<file path="src/rtl/tic_consts.svh">
// register offsets, field positions, reset values and count limits of the interval counter
`ifndef TIC_CONSTS_SVH
`define TIC_CONSTS_SVH

// ==========================================================
// register offsets on the core's special function bus
`define TIC_OFS_FRAC        8'ha2
`define TIC_OFS_SEC         8'ha3
`define TIC_OFS_MIN         8'ha4
`define TIC_OFS_HOUR        8'ha5
`define TIC_OFS_TARGET      8'ha6
`define TIC_OFS_CTRL        8'ha7

// ==========================================================
// timer control register fields
`define TIC_CTRL_RUN_BIT    0
`define TIC_CTRL_IEN_BIT    1
`define TIC_CTRL_FLAG_BIT   2
`define TIC_CTRL_SPARE_BIT  3
`define TIC_CTRL_UNIT_LO    4
`define TIC_CTRL_UNIT_HI    5
`define TIC_CTRL_H24_BIT    6
`define TIC_CTRL_TOP_BIT    7

// ==========================================================
// reset values
`define TIC_RST_COUNT       8'h00
`define TIC_RST_TARGET      8'h00
`define TIC_RST_CTRL        8'h00

// ==========================================================
// last value of each time counter before it rolls over
`define TIC_MAX_FRAC        8'h7f
`define TIC_MAX_SEC         8'h3b
`define TIC_MAX_MIN         8'h3b
`define TIC_MAX_HOUR        8'h17

`endif

</file>
<file path="src/rtl/tic_pkg.sv">
// types shared by the interval counter design
package tic_pkg;

  // ==========================================================
  // unit that advances the interval counter
  typedef enum logic [1:0] {
    TIC_UNIT_FRAC,
    TIC_UNIT_SEC,
    TIC_UNIT_MIN,
    TIC_UNIT_HOUR
  } tic_unit_t;

  typedef logic [7:0] tic_byte_t;

endpackage : tic_pkg

</file>
<file path="src/rtl/tic_wrap_cnt.sv">
// one cascaded time counter stage with software load and rollover
`timescale 1ns/1ns
`include "tic_consts.svh"

module tic_wrap_cnt #(
  parameter logic [7:0] MAX_VAL = 8'h3b  // last value before rollover
) (
  input  wire logic              clk,       // core clock
  input  wire logic              nrst,      // async reset, active low
  input  wire logic              tick,      // advance by one this cycle
  input  wire logic              load_en,   // software write strobe
  input  wire tic_pkg::tic_byte_t load_val, // value written by software
  output tic_pkg::tic_byte_t     count_q,   // current count
  output logic                   wrap       // pulse: rolls over this cycle
);
  import tic_pkg::*;

  tic_byte_t count_d;

  // ==========================================================
  // next count: a write beats a tick so software never loses a preload
  always_comb begin
    count_d = count_q;
    if (load_en) begin
      count_d = load_val;
    end else if (tick) begin
      // values above the limit, written by software, also roll to zero
      count_d = (count_q >= MAX_VAL) ? `TIC_RST_COUNT : count_q + 8'h01;
    end
  end

  // rollover only counts when the tick is not overridden by a write
  assign wrap = tick && !load_en && (count_q >= MAX_VAL);

  // ==========================================================
  // count register
  always_ff @(posedge clk or negedge nrst) begin
    if (!nrst) begin
      count_q <= `TIC_RST_COUNT;
    end else begin
      count_q <= count_d;
    end
  end

endmodule : tic_wrap_cnt

</file>
<file path="src/rtl/tic_rtc.sv">
// time interval counter: real-time clock chain, interval timer and its registers
`timescale 1ns/1ns
`include "tic_consts.svh"

// Functional notes
// - interval count reaching target sets match flag, requests interrupt when enabled.
// - interval target accepts any value 0 to 255 in selected unit.
// - fraction counter steps each 1/128 s while running, 0..127, carries to seconds.
// - seconds counter counts 0..59 while running, carries into minutes.
// - minutes counter counts 0..59 while running, carries into hours.
// - hours counter counts 0..23 while running, then wraps to zero.
// - time counters may be preloaded; counting starts only once run bit is high.
// - two unit select bits pick fraction, second, minute or hour interval ticks.
// - 0xd0 selects 24-hour seconds unit stopped; 0xd3 starts with interval counting.
module tic_rtc (
  input  wire logic               clk,          // core clock, 100 MHz
  input  wire logic               nrst,         // async reset, active low
  input  wire logic               tick_128,     // 1/128 s enable pulse, same clock
  input  wire tic_pkg::tic_byte_t sfr_addr,     // register address from the core
  input  wire logic               sfr_wr,       // write strobe, one cycle
  input  wire logic               sfr_rd,       // read strobe, one cycle
  input  wire tic_pkg::tic_byte_t sfr_wdata,    // write data
  input  wire logic               irq_enable,   // interrupt enable from the core
  output tic_pkg::tic_byte_t      sfr_rdata,    // read data, one cycle after sfr_rd
  output logic                    sfr_hit,      // address belongs to this block
  output logic                    interval_match_flag, // sticky match flag
  output logic                    tic_irq       // interrupt request level
);
  import tic_pkg::*;

  // ==========================================================
  // address decode, shared by write and read paths
  function automatic logic is_reg(input tic_byte_t addr, input tic_byte_t ofs);
    is_reg = (addr == ofs);
  endfunction : is_reg

  logic wr_frac;
  logic wr_sec;
  logic wr_min;
  logic wr_hour;
  logic wr_target;
  logic wr_ctrl;

  // write strobes per register
  assign wr_frac   = sfr_wr && is_reg(sfr_addr, `TIC_OFS_FRAC);
  assign wr_sec    = sfr_wr && is_reg(sfr_addr, `TIC_OFS_SEC);
  assign wr_min    = sfr_wr && is_reg(sfr_addr, `TIC_OFS_MIN);
  assign wr_hour   = sfr_wr && is_reg(sfr_addr, `TIC_OFS_HOUR);
  assign wr_target = sfr_wr && is_reg(sfr_addr, `TIC_OFS_TARGET);
  assign wr_ctrl   = sfr_wr && is_reg(sfr_addr, `TIC_OFS_CTRL);

  // hit lets the core merge read data from several peripherals
  assign sfr_hit = is_reg(sfr_addr, `TIC_OFS_FRAC)
                || is_reg(sfr_addr, `TIC_OFS_SEC)
                || is_reg(sfr_addr, `TIC_OFS_MIN)
                || is_reg(sfr_addr, `TIC_OFS_HOUR)
                || is_reg(sfr_addr, `TIC_OFS_TARGET)
                || is_reg(sfr_addr, `TIC_OFS_CTRL);

  // ==========================================================
  // timer control register
  logic      run_q;
  logic      run_d;
  logic      ien_q;
  logic      ien_d;
  logic      flag_q;
  logic      flag_d;
  logic      spare_q;
  logic      spare_d;
  logic      h24_q;
  logic      h24_d;
  logic      top_q;
  logic      top_d;
  tic_unit_t unit_q;
  tic_unit_t unit_d;
  logic      match;

  // control fields; a new match wins over a software clear of the flag
  always_comb begin
    run_d   = run_q;
    ien_d   = ien_q;
    spare_d = spare_q;
    h24_d   = h24_q;
    top_d   = top_q;
    unit_d  = unit_q;
    flag_d  = flag_q;
    if (wr_ctrl) begin
      run_d   = sfr_wdata[`TIC_CTRL_RUN_BIT];
      ien_d   = sfr_wdata[`TIC_CTRL_IEN_BIT];
      spare_d = sfr_wdata[`TIC_CTRL_SPARE_BIT];
      h24_d   = sfr_wdata[`TIC_CTRL_H24_BIT];
      top_d   = sfr_wdata[`TIC_CTRL_TOP_BIT];
      unit_d  = tic_unit_t'(sfr_wdata[`TIC_CTRL_UNIT_HI:`TIC_CTRL_UNIT_LO]);
      flag_d  = sfr_wdata[`TIC_CTRL_FLAG_BIT];
    end
    if (match) begin
      flag_d = 1'b1;
    end
  end

  always_ff @(posedge clk or negedge nrst) begin
    if (!nrst) begin
      run_q   <= 1'(`TIC_RST_CTRL >> `TIC_CTRL_RUN_BIT);
      ien_q   <= 1'b0;
      flag_q  <= 1'b0;
      spare_q <= 1'b0;
      h24_q   <= 1'b0;
      top_q   <= 1'b0;
      unit_q  <= TIC_UNIT_FRAC;
    end else begin
      run_q   <= run_d;
      ien_q   <= ien_d;
      flag_q  <= flag_d;
      spare_q <= spare_d;
      h24_q   <= h24_d;
      top_q   <= top_d;
      unit_q  <= unit_d;
    end
  end

  // ==========================================================
  // time counter chain
  tic_byte_t frac_q;
  tic_byte_t sec_q;
  tic_byte_t min_q;
  tic_byte_t hour_q;
  logic      frac_tick;
  logic      frac_wrap;
  logic      sec_wrap;
  logic      min_wrap;
  logic      hour_wrap;

  // the external tick is already one cycle wide on this clock, so no
  // synchroniser; nothing moves while the run bit is low
  assign frac_tick = tick_128 && run_q;

  tic_wrap_cnt #(
    .MAX_VAL (`TIC_MAX_FRAC)
  ) u_frac (
    .clk      (clk),
    .nrst     (nrst),
    .tick     (frac_tick),
    .load_en  (wr_frac),
    .load_val (sfr_wdata),
    .count_q  (frac_q),
    .wrap     (frac_wrap)
  );

  tic_wrap_cnt #(
    .MAX_VAL (`TIC_MAX_SEC)
  ) u_sec (
    .clk      (clk),
    .nrst     (nrst),
    .tick     (frac_wrap),
    .load_en  (wr_sec),
    .load_val (sfr_wdata),
    .count_q  (sec_q),
    .wrap     (sec_wrap)
  );

  tic_wrap_cnt #(
    .MAX_VAL (`TIC_MAX_MIN)
  ) u_min (
    .clk      (clk),
    .nrst     (nrst),
    .tick     (sec_wrap),
    .load_en  (wr_min),
    .load_val (sfr_wdata),
    .count_q  (min_q),
    .wrap     (min_wrap)
  );

  // hours always run the 24-hour range; the mode bit is only stored
  tic_wrap_cnt #(
    .MAX_VAL (`TIC_MAX_HOUR)
  ) u_hour (
    .clk      (clk),
    .nrst     (nrst),
    .tick     (min_wrap),
    .load_en  (wr_hour),
    .load_val (sfr_wdata),
    .count_q  (hour_q),
    .wrap     (hour_wrap)
  );

  // ==========================================================
  // interval target register
  tic_byte_t target_q;
  tic_byte_t target_d;

  // all 256 codes are legal, so the value is stored as written
  always_comb begin
    target_d = target_q;
    if (wr_target) begin
      target_d = sfr_wdata;
    end
  end

  always_ff @(posedge clk or negedge nrst) begin
    if (!nrst) begin
      target_q <= `TIC_RST_TARGET;
    end else begin
      target_q <= target_d;
    end
  end

  // ==========================================================
  // interval counter
  tic_byte_t ival_q;
  tic_byte_t ival_d;
  tic_byte_t ival_inc;
  logic      ien_prev_q;
  logic      ien_prev_d;
  logic      unit_tick;
  logic      ien_rise;

  // select the unit tick for the interval counter
  always_comb begin
    unique case (unit_q)
      TIC_UNIT_FRAC: unit_tick = frac_tick;
      TIC_UNIT_SEC:  unit_tick = frac_wrap;
      TIC_UNIT_MIN:  unit_tick = sec_wrap;
      TIC_UNIT_HOUR: unit_tick = min_wrap;
    endcase
  end

  assign ien_rise = ien_q && !ien_prev_q;
  assign ival_inc = ival_q + 8'h01;
  // target zero matches after 256 units, since the 8-bit count wraps to zero;
  // longer intervals are left to software chaining matches
  assign match = ien_q && !ien_rise && unit_tick && (ival_inc == target_q);

  // clear on enable and after each match so matches repeat every target units
  always_comb begin
    ien_prev_d = ien_q;
    ival_d     = ival_q;
    if (!ien_q || ien_rise) begin
      ival_d = `TIC_RST_COUNT;
    end else if (match) begin
      ival_d = `TIC_RST_COUNT;
    end else if (unit_tick) begin
      ival_d = ival_inc;
    end
  end

  always_ff @(posedge clk or negedge nrst) begin
    if (!nrst) begin
      ival_q     <= `TIC_RST_COUNT;
      ien_prev_q <= 1'b0;
    end else begin
      ival_q     <= ival_d;
      ien_prev_q <= ien_prev_d;
    end
  end

  // ==========================================================
  // read data and status outputs
  tic_byte_t rdata_d;
  tic_byte_t ctrl_view;

  assign ctrl_view = {top_q, h24_q, unit_q, spare_q, flag_q, ien_q, run_q};

  // registered read data keeps the core's bus free of comparator paths
  always_comb begin
    rdata_d = sfr_rdata;
    if (sfr_rd) begin
      rdata_d = 8'h00;
      if (is_reg(sfr_addr, `TIC_OFS_FRAC)) begin
        rdata_d = frac_q;
      end
      if (is_reg(sfr_addr, `TIC_OFS_SEC)) begin
        rdata_d = sec_q;
      end
      if (is_reg(sfr_addr, `TIC_OFS_MIN)) begin
        rdata_d = min_q;
      end
      if (is_reg(sfr_addr, `TIC_OFS_HOUR)) begin
        rdata_d = hour_q;
      end
      if (is_reg(sfr_addr, `TIC_OFS_TARGET)) begin
        rdata_d = target_q;
      end
      if (is_reg(sfr_addr, `TIC_OFS_CTRL)) begin
        rdata_d = ctrl_view;
      end
    end
  end

  always_ff @(posedge clk or negedge nrst) begin
    if (!nrst) begin
      sfr_rdata <= 8'h00;
    end else begin
      sfr_rdata <= rdata_d;
    end
  end

  // the hour rollover has no further stage; it is not used beyond this point
  logic unused_hour_wrap;
  assign unused_hour_wrap = hour_wrap;

  assign interval_match_flag = flag_q;
  assign tic_irq             = flag_q && irq_enable;

endmodule : tic_rtc

</file>
<file path="config.mk">
export PLATFORM = sky130hd
export DESIGN_NAME = tic_rtc
export DESIGN_NICKNAME = d
export VERILOG_FILES = /design/src/rtl/tic_pkg.sv /design/src/rtl/tic_wrap_cnt.sv /design/src/rtl/tic_rtc.sv
export VERILOG_INCLUDE_DIRS = /design/src /design/src/rtl
export SDC_FILE = /design/constraint.sdc
export NUM_CORES = 1
export LEC_CHECK = 0
export ABC_AREA = 1
export BUFFER_PORTS_ARGS = -buffer_cell sky130_fd_sc_hd__buf_2
export CORE_MARGIN = 5
export CORE_UTILIZATION = 60
export CTS_CLUSTER_SIZE = 8
export DETAILED_ROUTE_END_ITERATION = 10
export HOLD_SLACK_MARGIN = 0.08
export PLACE_DENSITY = 0.88
export SETUP_SLACK_MARGIN = 0.2
export SLEW_MARGIN = 20
export SYNTH_ARGS = -nofsm -noshare
export SYNTH_HDL_FRONTEND = slang
export SYNTH_SLANG_ARGS = --single-unit
</file>
<file path="constraint.sdc">
create_clock -name clk -period 2.63 [get_ports clk]
set_clock_uncertainty 0.05 [all_clocks]
set_input_delay 0.1315 -clock clk [delete_from_list [all_inputs] [get_ports clk]]
set_output_delay 0.1315 -clock clk [all_outputs]
set_load 0.02 [all_outputs]
</file>
Word-level counts from Yosys, hierarchy flattened
Cells that the tools add are included.
{"block": "word_totals", "latch_bits": 0, "ramBits": 0, "n_memories": 0, "input_bits": 22, "output_inout_bits": 11, "mem_bits_ro": 0, "reg_bits": 65}
{"block": "classes", "muxes": 24, "add_sub_neg": 5, "eq_ne": 10, "bitwise": 0, "n_reduce_logical": 37, "magnitude_cmp": 4, "shifts": 0, "div": 0, "multipliers": 0}
{"cell": "$mux 8", "count": 21}
{"cell": "$eq 8x8->1 const B", "count": 6}
{"cell": "$add 8x1->8 const B", "count": 5}
{"cell": "$logic_and 1x1->1", "count": 18}
{"cell": "$ge 8x6->1 const B", "count": 2}
{"cell": "$reduce_bool 2->1", "count": 5}
{"cell": "$eq 8x8->1", "count": 1}
{"cell": "$ge 8x5->1 const B", "count": 1}
{"cell": "$ge 8x7->1 const B", "count": 1}
{"cell": "$logic_not 1->1", "count": 6}
{"cell": "$logic_or 1x1->1", "count": 6}
{"cell": "$eq 2x2->1 const B", "count": 2}
{"cell": "$pmux 1 s4", "count": 1}
{"cell": "$reduce_bool 3->1", "count": 1}
{"cell": "$eq 2x1->1 const B", "count": 1}
{"cell": "$logic_not 2->1", "count": 1}
{"cell": "$mux 1", "count": 2}

Depth between registers and ports, before layout
{"block": "logic_depth", "word_depth": 14, "depth_mapped": 14, "ltp_nobuf": 14}

Hierarchy
Synthesis repeated with hierarchy kept, for this count alone.
{"block": "hier_totals", "hier_cells": 591, "hier_area_um2": 4225.3}
{"mod": "tic_rtc", "cells_each": 339, "n_inst": 1, "area_per_inst_um2": 2188.3}
{"mod": "tic_wrap_cnt at u_min ...", "cells_each": 64, "n_inst": 2, "area_per_inst_um2": 508.0}
{"mod": "tic_wrap_cnt at u_hour", "cells_each": 61, "n_inst": 1, "area_per_inst_um2": 518.0}
{"mod": "tic_wrap_cnt at u_frac", "cells_each": 63, "n_inst": 1, "area_per_inst_um2": 503.0}

Worst setup path after synthesis
No wires, ideal clock.
{"block": "synth_timing", "path_kind": "register to register", "startpoint": "register u_sec.count_q[0]", "endpoint": "register u_hour.count_q[1]", "period_less_slack_ns": 1.821, "required_ns": 2.459, "setup_time_ns": 0.121, "stages_incl_launch_ff": 11, "slack_ns": 0.809, "t_arrival_ns": 1.650, "cell_sequence": "dfrtp_1 > ha_1 > or2_1 > a31oi_1 > inv_1 > nand2_4 > nor2_2 > nand2_2 > nand2_4 > inv_4 > o21ai_1"}
{"block": "synth_between", "elab_chain_cells": 5}
{"item": "start: declaration", "line": "tic_wrap_cnt.sv:13", "source": "output tic_pkg::tic_byte_t count_q,"}
{"item": "start signal: assignment", "line": "tic_wrap_cnt.sv:39", "source": "count_q <= `TIC_RST_COUNT;"}
{"item": "start signal: assignment", "line": "tic_wrap_cnt.sv:41", "source": "count_q <= count_d;"}
{"item": "$ge 8x6->1", "line": "tic_wrap_cnt.sv:33", "source": "assign wrap = tick && !load_en && (count_q >= MAX_VAL);"}
{"item": "$logic_and 1x1->1 (3 in series)", "line": "tic_wrap_cnt.sv:33"}
{"item": "$reduce_bool 2->1 (no source line)"}
{"item": "end signal: assignment", "line": "tic_wrap_cnt.sv:39"}
{"item": "end signal: assignment", "line": "tic_wrap_cnt.sv:41"}
{"item": "end: declaration", "line": "tic_wrap_cnt.sv:13"}
Every way passes these cells.
A chain may end at the register's enable or synchronous reset.

Worst setup path after layout
{"block": "layout_timing", "startpoint": "register u_sec.count_q[0]", "endpoint": "register u_hour.count_q[4]"}
Same word-level chain as after synthesis.

==> results.md <==
- Post-CTS Setup Repair Bufs: 0
- H-tree depth: 3
- FF-to-FF setup slack: 0.44 ns
- Area Overhead vs Synth: 14.5%
- Worst-Margin Slew: 0.890 ns
- Yosys top cell by area: dfrtp_1
- Routed wire length: 10800 um
- Core ar.: 6390 um2
- DR DRC count: 0
- TritonCTS clock tree: done
- Post-Place Setup Slack: 0.513 ns
- Worst-Skew Late Latency: 0.36 ns
- Die H: 91.3 um
- Worst Setup End Kind: flop
- Setup violations, final: 0
- Async set-reset flop share out of synthesis: 100%
- DRT iter0 DRCs: 352
- Critical path launch point type: flop
- Pleak: 2.32 nW
- Worst Hold Depth: 3
- CTS Hold Buffers Added: 7
- Synth Area in Adders: 1.58%
- Congestion Overflow GR: 0
- Post-placement cell count: 621
- Share of cells above drive strength 1: 16.0%
- First-pass GRT wire length: 17600 um
- Post-DP HPWL: 7680 um
- Vias per cell: 6.04
- Worst min path class: primary input to flop
- Worst EP arrival: 2.44 ns
- Unique masters post-synth: 46
- Combinational family with the most area after synthesis: simple AND/OR/NAND/NOR gates
- VDD IR max: 0.000538 V
- Number of port buffers: 32
- Layout Nets: 589
- I/O pin cnt: 33
- Complex-gate fraction of the synthesized area: 12.8%
- WL/cell: 16.7 um
- CTS Sinks: 65
- Seq/Total Area, Yosys: 41.0%
- Std cell rows: 29
- N_diodes: 0
- Status: completed
- Critical path fanouts, max: 10
- Post-Syn Nets: 543
- Worst Path Required: 2.88 ns
- Max Freq: 456 MHz
- Initial antenna violation count: 0
- Vias: 3890
- Critical path type: flop to flop
- Clock buffer depth: 2
- Max-cap check violation count: 0
- Vias in the first global route: 3576
- Hold_sp: sfr_addr[0]
- Clock Tree Root: clkbuf_8
- Fin. max-slew vios: 0
- Area of the multi-input gates: 2010 um2
- Initial Utilization: 62.1%
- Power per Cell Area: 623 nW/um2
- Mux share of post-synthesis cell area: 0.252%
- Remaining antenna violation count after routing: 0
- Die area: 8340 um2
- RSZ-0062 raised after global routing: no
- Power Total: 0.00283 W
- Tot GR Track Use: 26.2%
- Clk slew on worst S/H paths: 0.08 ns
- Final Cycle Share: 83.4%
- Sequential cell area: 1630 um2
- Fillers: 478
- GP Congestion: 0.989
- Reg2reg start: u_sec.count_q[0]
- Crit path from: u_sec.count_q[0]
- Final worst slack: 0.438 ns
- Fin. Hold Viols: 0
- Post-Syn Instances: 516
- Syn avg cell area: 7.69 um2
- Resize count post-CTS: 0
- Top-count cell post-synth: nand2_1
- Fin Setup TNS: 0 ns
- Fin Hold WS: 0.138 ns
- Top FF cell, synth: dfrtp_1
- Area fraction of the dominant cell type after synthesis: 41.0%
- TritonRoute pass-1 iters: 5
- Pin count of the biggest net entering global routing: 37
- Area share of and/or/nand/nor cells after synthesis: 33.3%
- Largest cells by area after synthesis: dfrtp_1 (41%), nand2_1 (14%), inv_1 (6.9%)
- Min cycle time layout: 2.19 ns
- Number of flops mapped to enable cells by yosys: 0
- TritonCTS Buffers: 9
- Yosys warnings: 0
- Mapped Area: 3970 um2
- Path depth of the worst reg2reg path: 11
- Commonest cells in the netlist: nand2_1 (149), inv_1 (73), dfrtp_1 (65), nand3_1 (37), nor2_1 (29)
- Die width: 91.3 um
- Post-synthesis xor/xnor area fraction: 2.78%
- Slew headroom: 40.2%
- #FFs+latches synth: 65
- Post-route insts no fill: 644
state kept, by name, indices dropped and copies added, names as in the netlist, 2 cells and up:
signal and cells:
target_q 8, ival_q 8, u_frac.count_q 8, u_sec.count_q 8, sfr_rdata 8, u_hour.count_q 8
unit_q 2, u_min.count_q 8
worst paths after layout:
path	endpoint
setup / recovery	u_hour.count_q[4]
hold / removal	u_sec.count_q[4]
setup reg to reg	u_hour.count_q[4]
hold reg to reg	ien_prev_q
max in group asynchronous	sfr_rdata[5]
min in group asynchronous	ival_q[4]
cells by family (layout without fill, tap and decap cells):
| group | Yosys count | after routing |
|---|---|---|
| buffers and inverters | 86 | 137 |
| AND/OR/NAND/NOR | 271 | 271 |
| AO/OA/AOI/OAI | 77 | 77 |
| XOR/XNOR | 11 | 11 |
| flip-flops | 65 | 65 |
| multiplexers | 1 | 1 |
| adder cells (fa/ha/maj) | 5 | 5 |
layer usage:
layer | vias up | global-route usage, % | part of all wire [%]
met4 | 0 | 11.6 | 3.8
met5 | - | 0 | 0
met2 | 208 | 42.2 | 48
met3 | 48 | 4.96 | 7.8
li1 | 1800 | - | -
met1 | 1834 | 34.4 | 41
per-stage QoR:
stage | instance area [um2] | utilization, %
after floorplan | 3970 | -
after global placement | 4220 | 66.1
after detailed placement | 4220 | 66.1
after CTS | 4540 | 71.1
after global routing | 4540 | 71.1
final | 4540 | 71.1
worst max-delay path, cell delays in order, from the launching register on:
cell	delay, ns
dfrtp_1	0.43
ha_1	0.23
or2_1	0.22
a31oi_1	0.43
inv_1	0.17
nand2_4	0.13
nor2_2	0.05
nand2_2	0.09
nand2_4	0.08
inv_4	0.11
nand2_1	0.07
nand3_1	0.08
layout by cell type (no fill, tap or decap), types with 3 or more instances in the layout:
cell           Yosys  final
nand4_2            3      3
ha_1               5      5
xnor2_1            4      4
dlygate4sd3_1      0      7
nand2_1          149    149
nor2_2             5      5
buf_2              3     32
a221oi_1           3      3
nand3b_1           3      3
nand4_1            9      9
dfrtp_1           65     65
o211ai_1           5      5
a21oi_1            8      8
xor2_1             6      6
nand2_4            4      4
o21ai_0           22     22
inv_2              5      5
nand3_2            3      3
bufinv_16          0      3
o21ai_1            7      7
nand2_2            9      9
inv_1             73     73
clkbuf_8           0     10
nor2_1            29     29
nor3_1             7      7
o221ai_1          14     14
nor2_4             3      3
o22ai_1            8      8
nand3_1           37     37
cell type report:
cell class                      count  share of cell area, %
Multi-Input combinational cell    365                   44.3
Sequential cell                    65                   35.8
Inverter                           81                   6.75
Timing Repair Buffer               40                   5.51
Clock buffer                       10                   3.03
Clock inverter                      6                   2.53
Tap cell                           77                   2.12
where the power goes:
group	internal, W	total (W)	switching [W]	leakage (nW)
Clock	0.000659	0.00109	0.000429	0.123
Sequential	0.00113	0.00126	0.000126	0.853
Combinational	0.000180	0.000485	0.000305	1.35
Total	0.00197	0.00283	0.000860	2.32
Power figures use the tool's default switching activity.
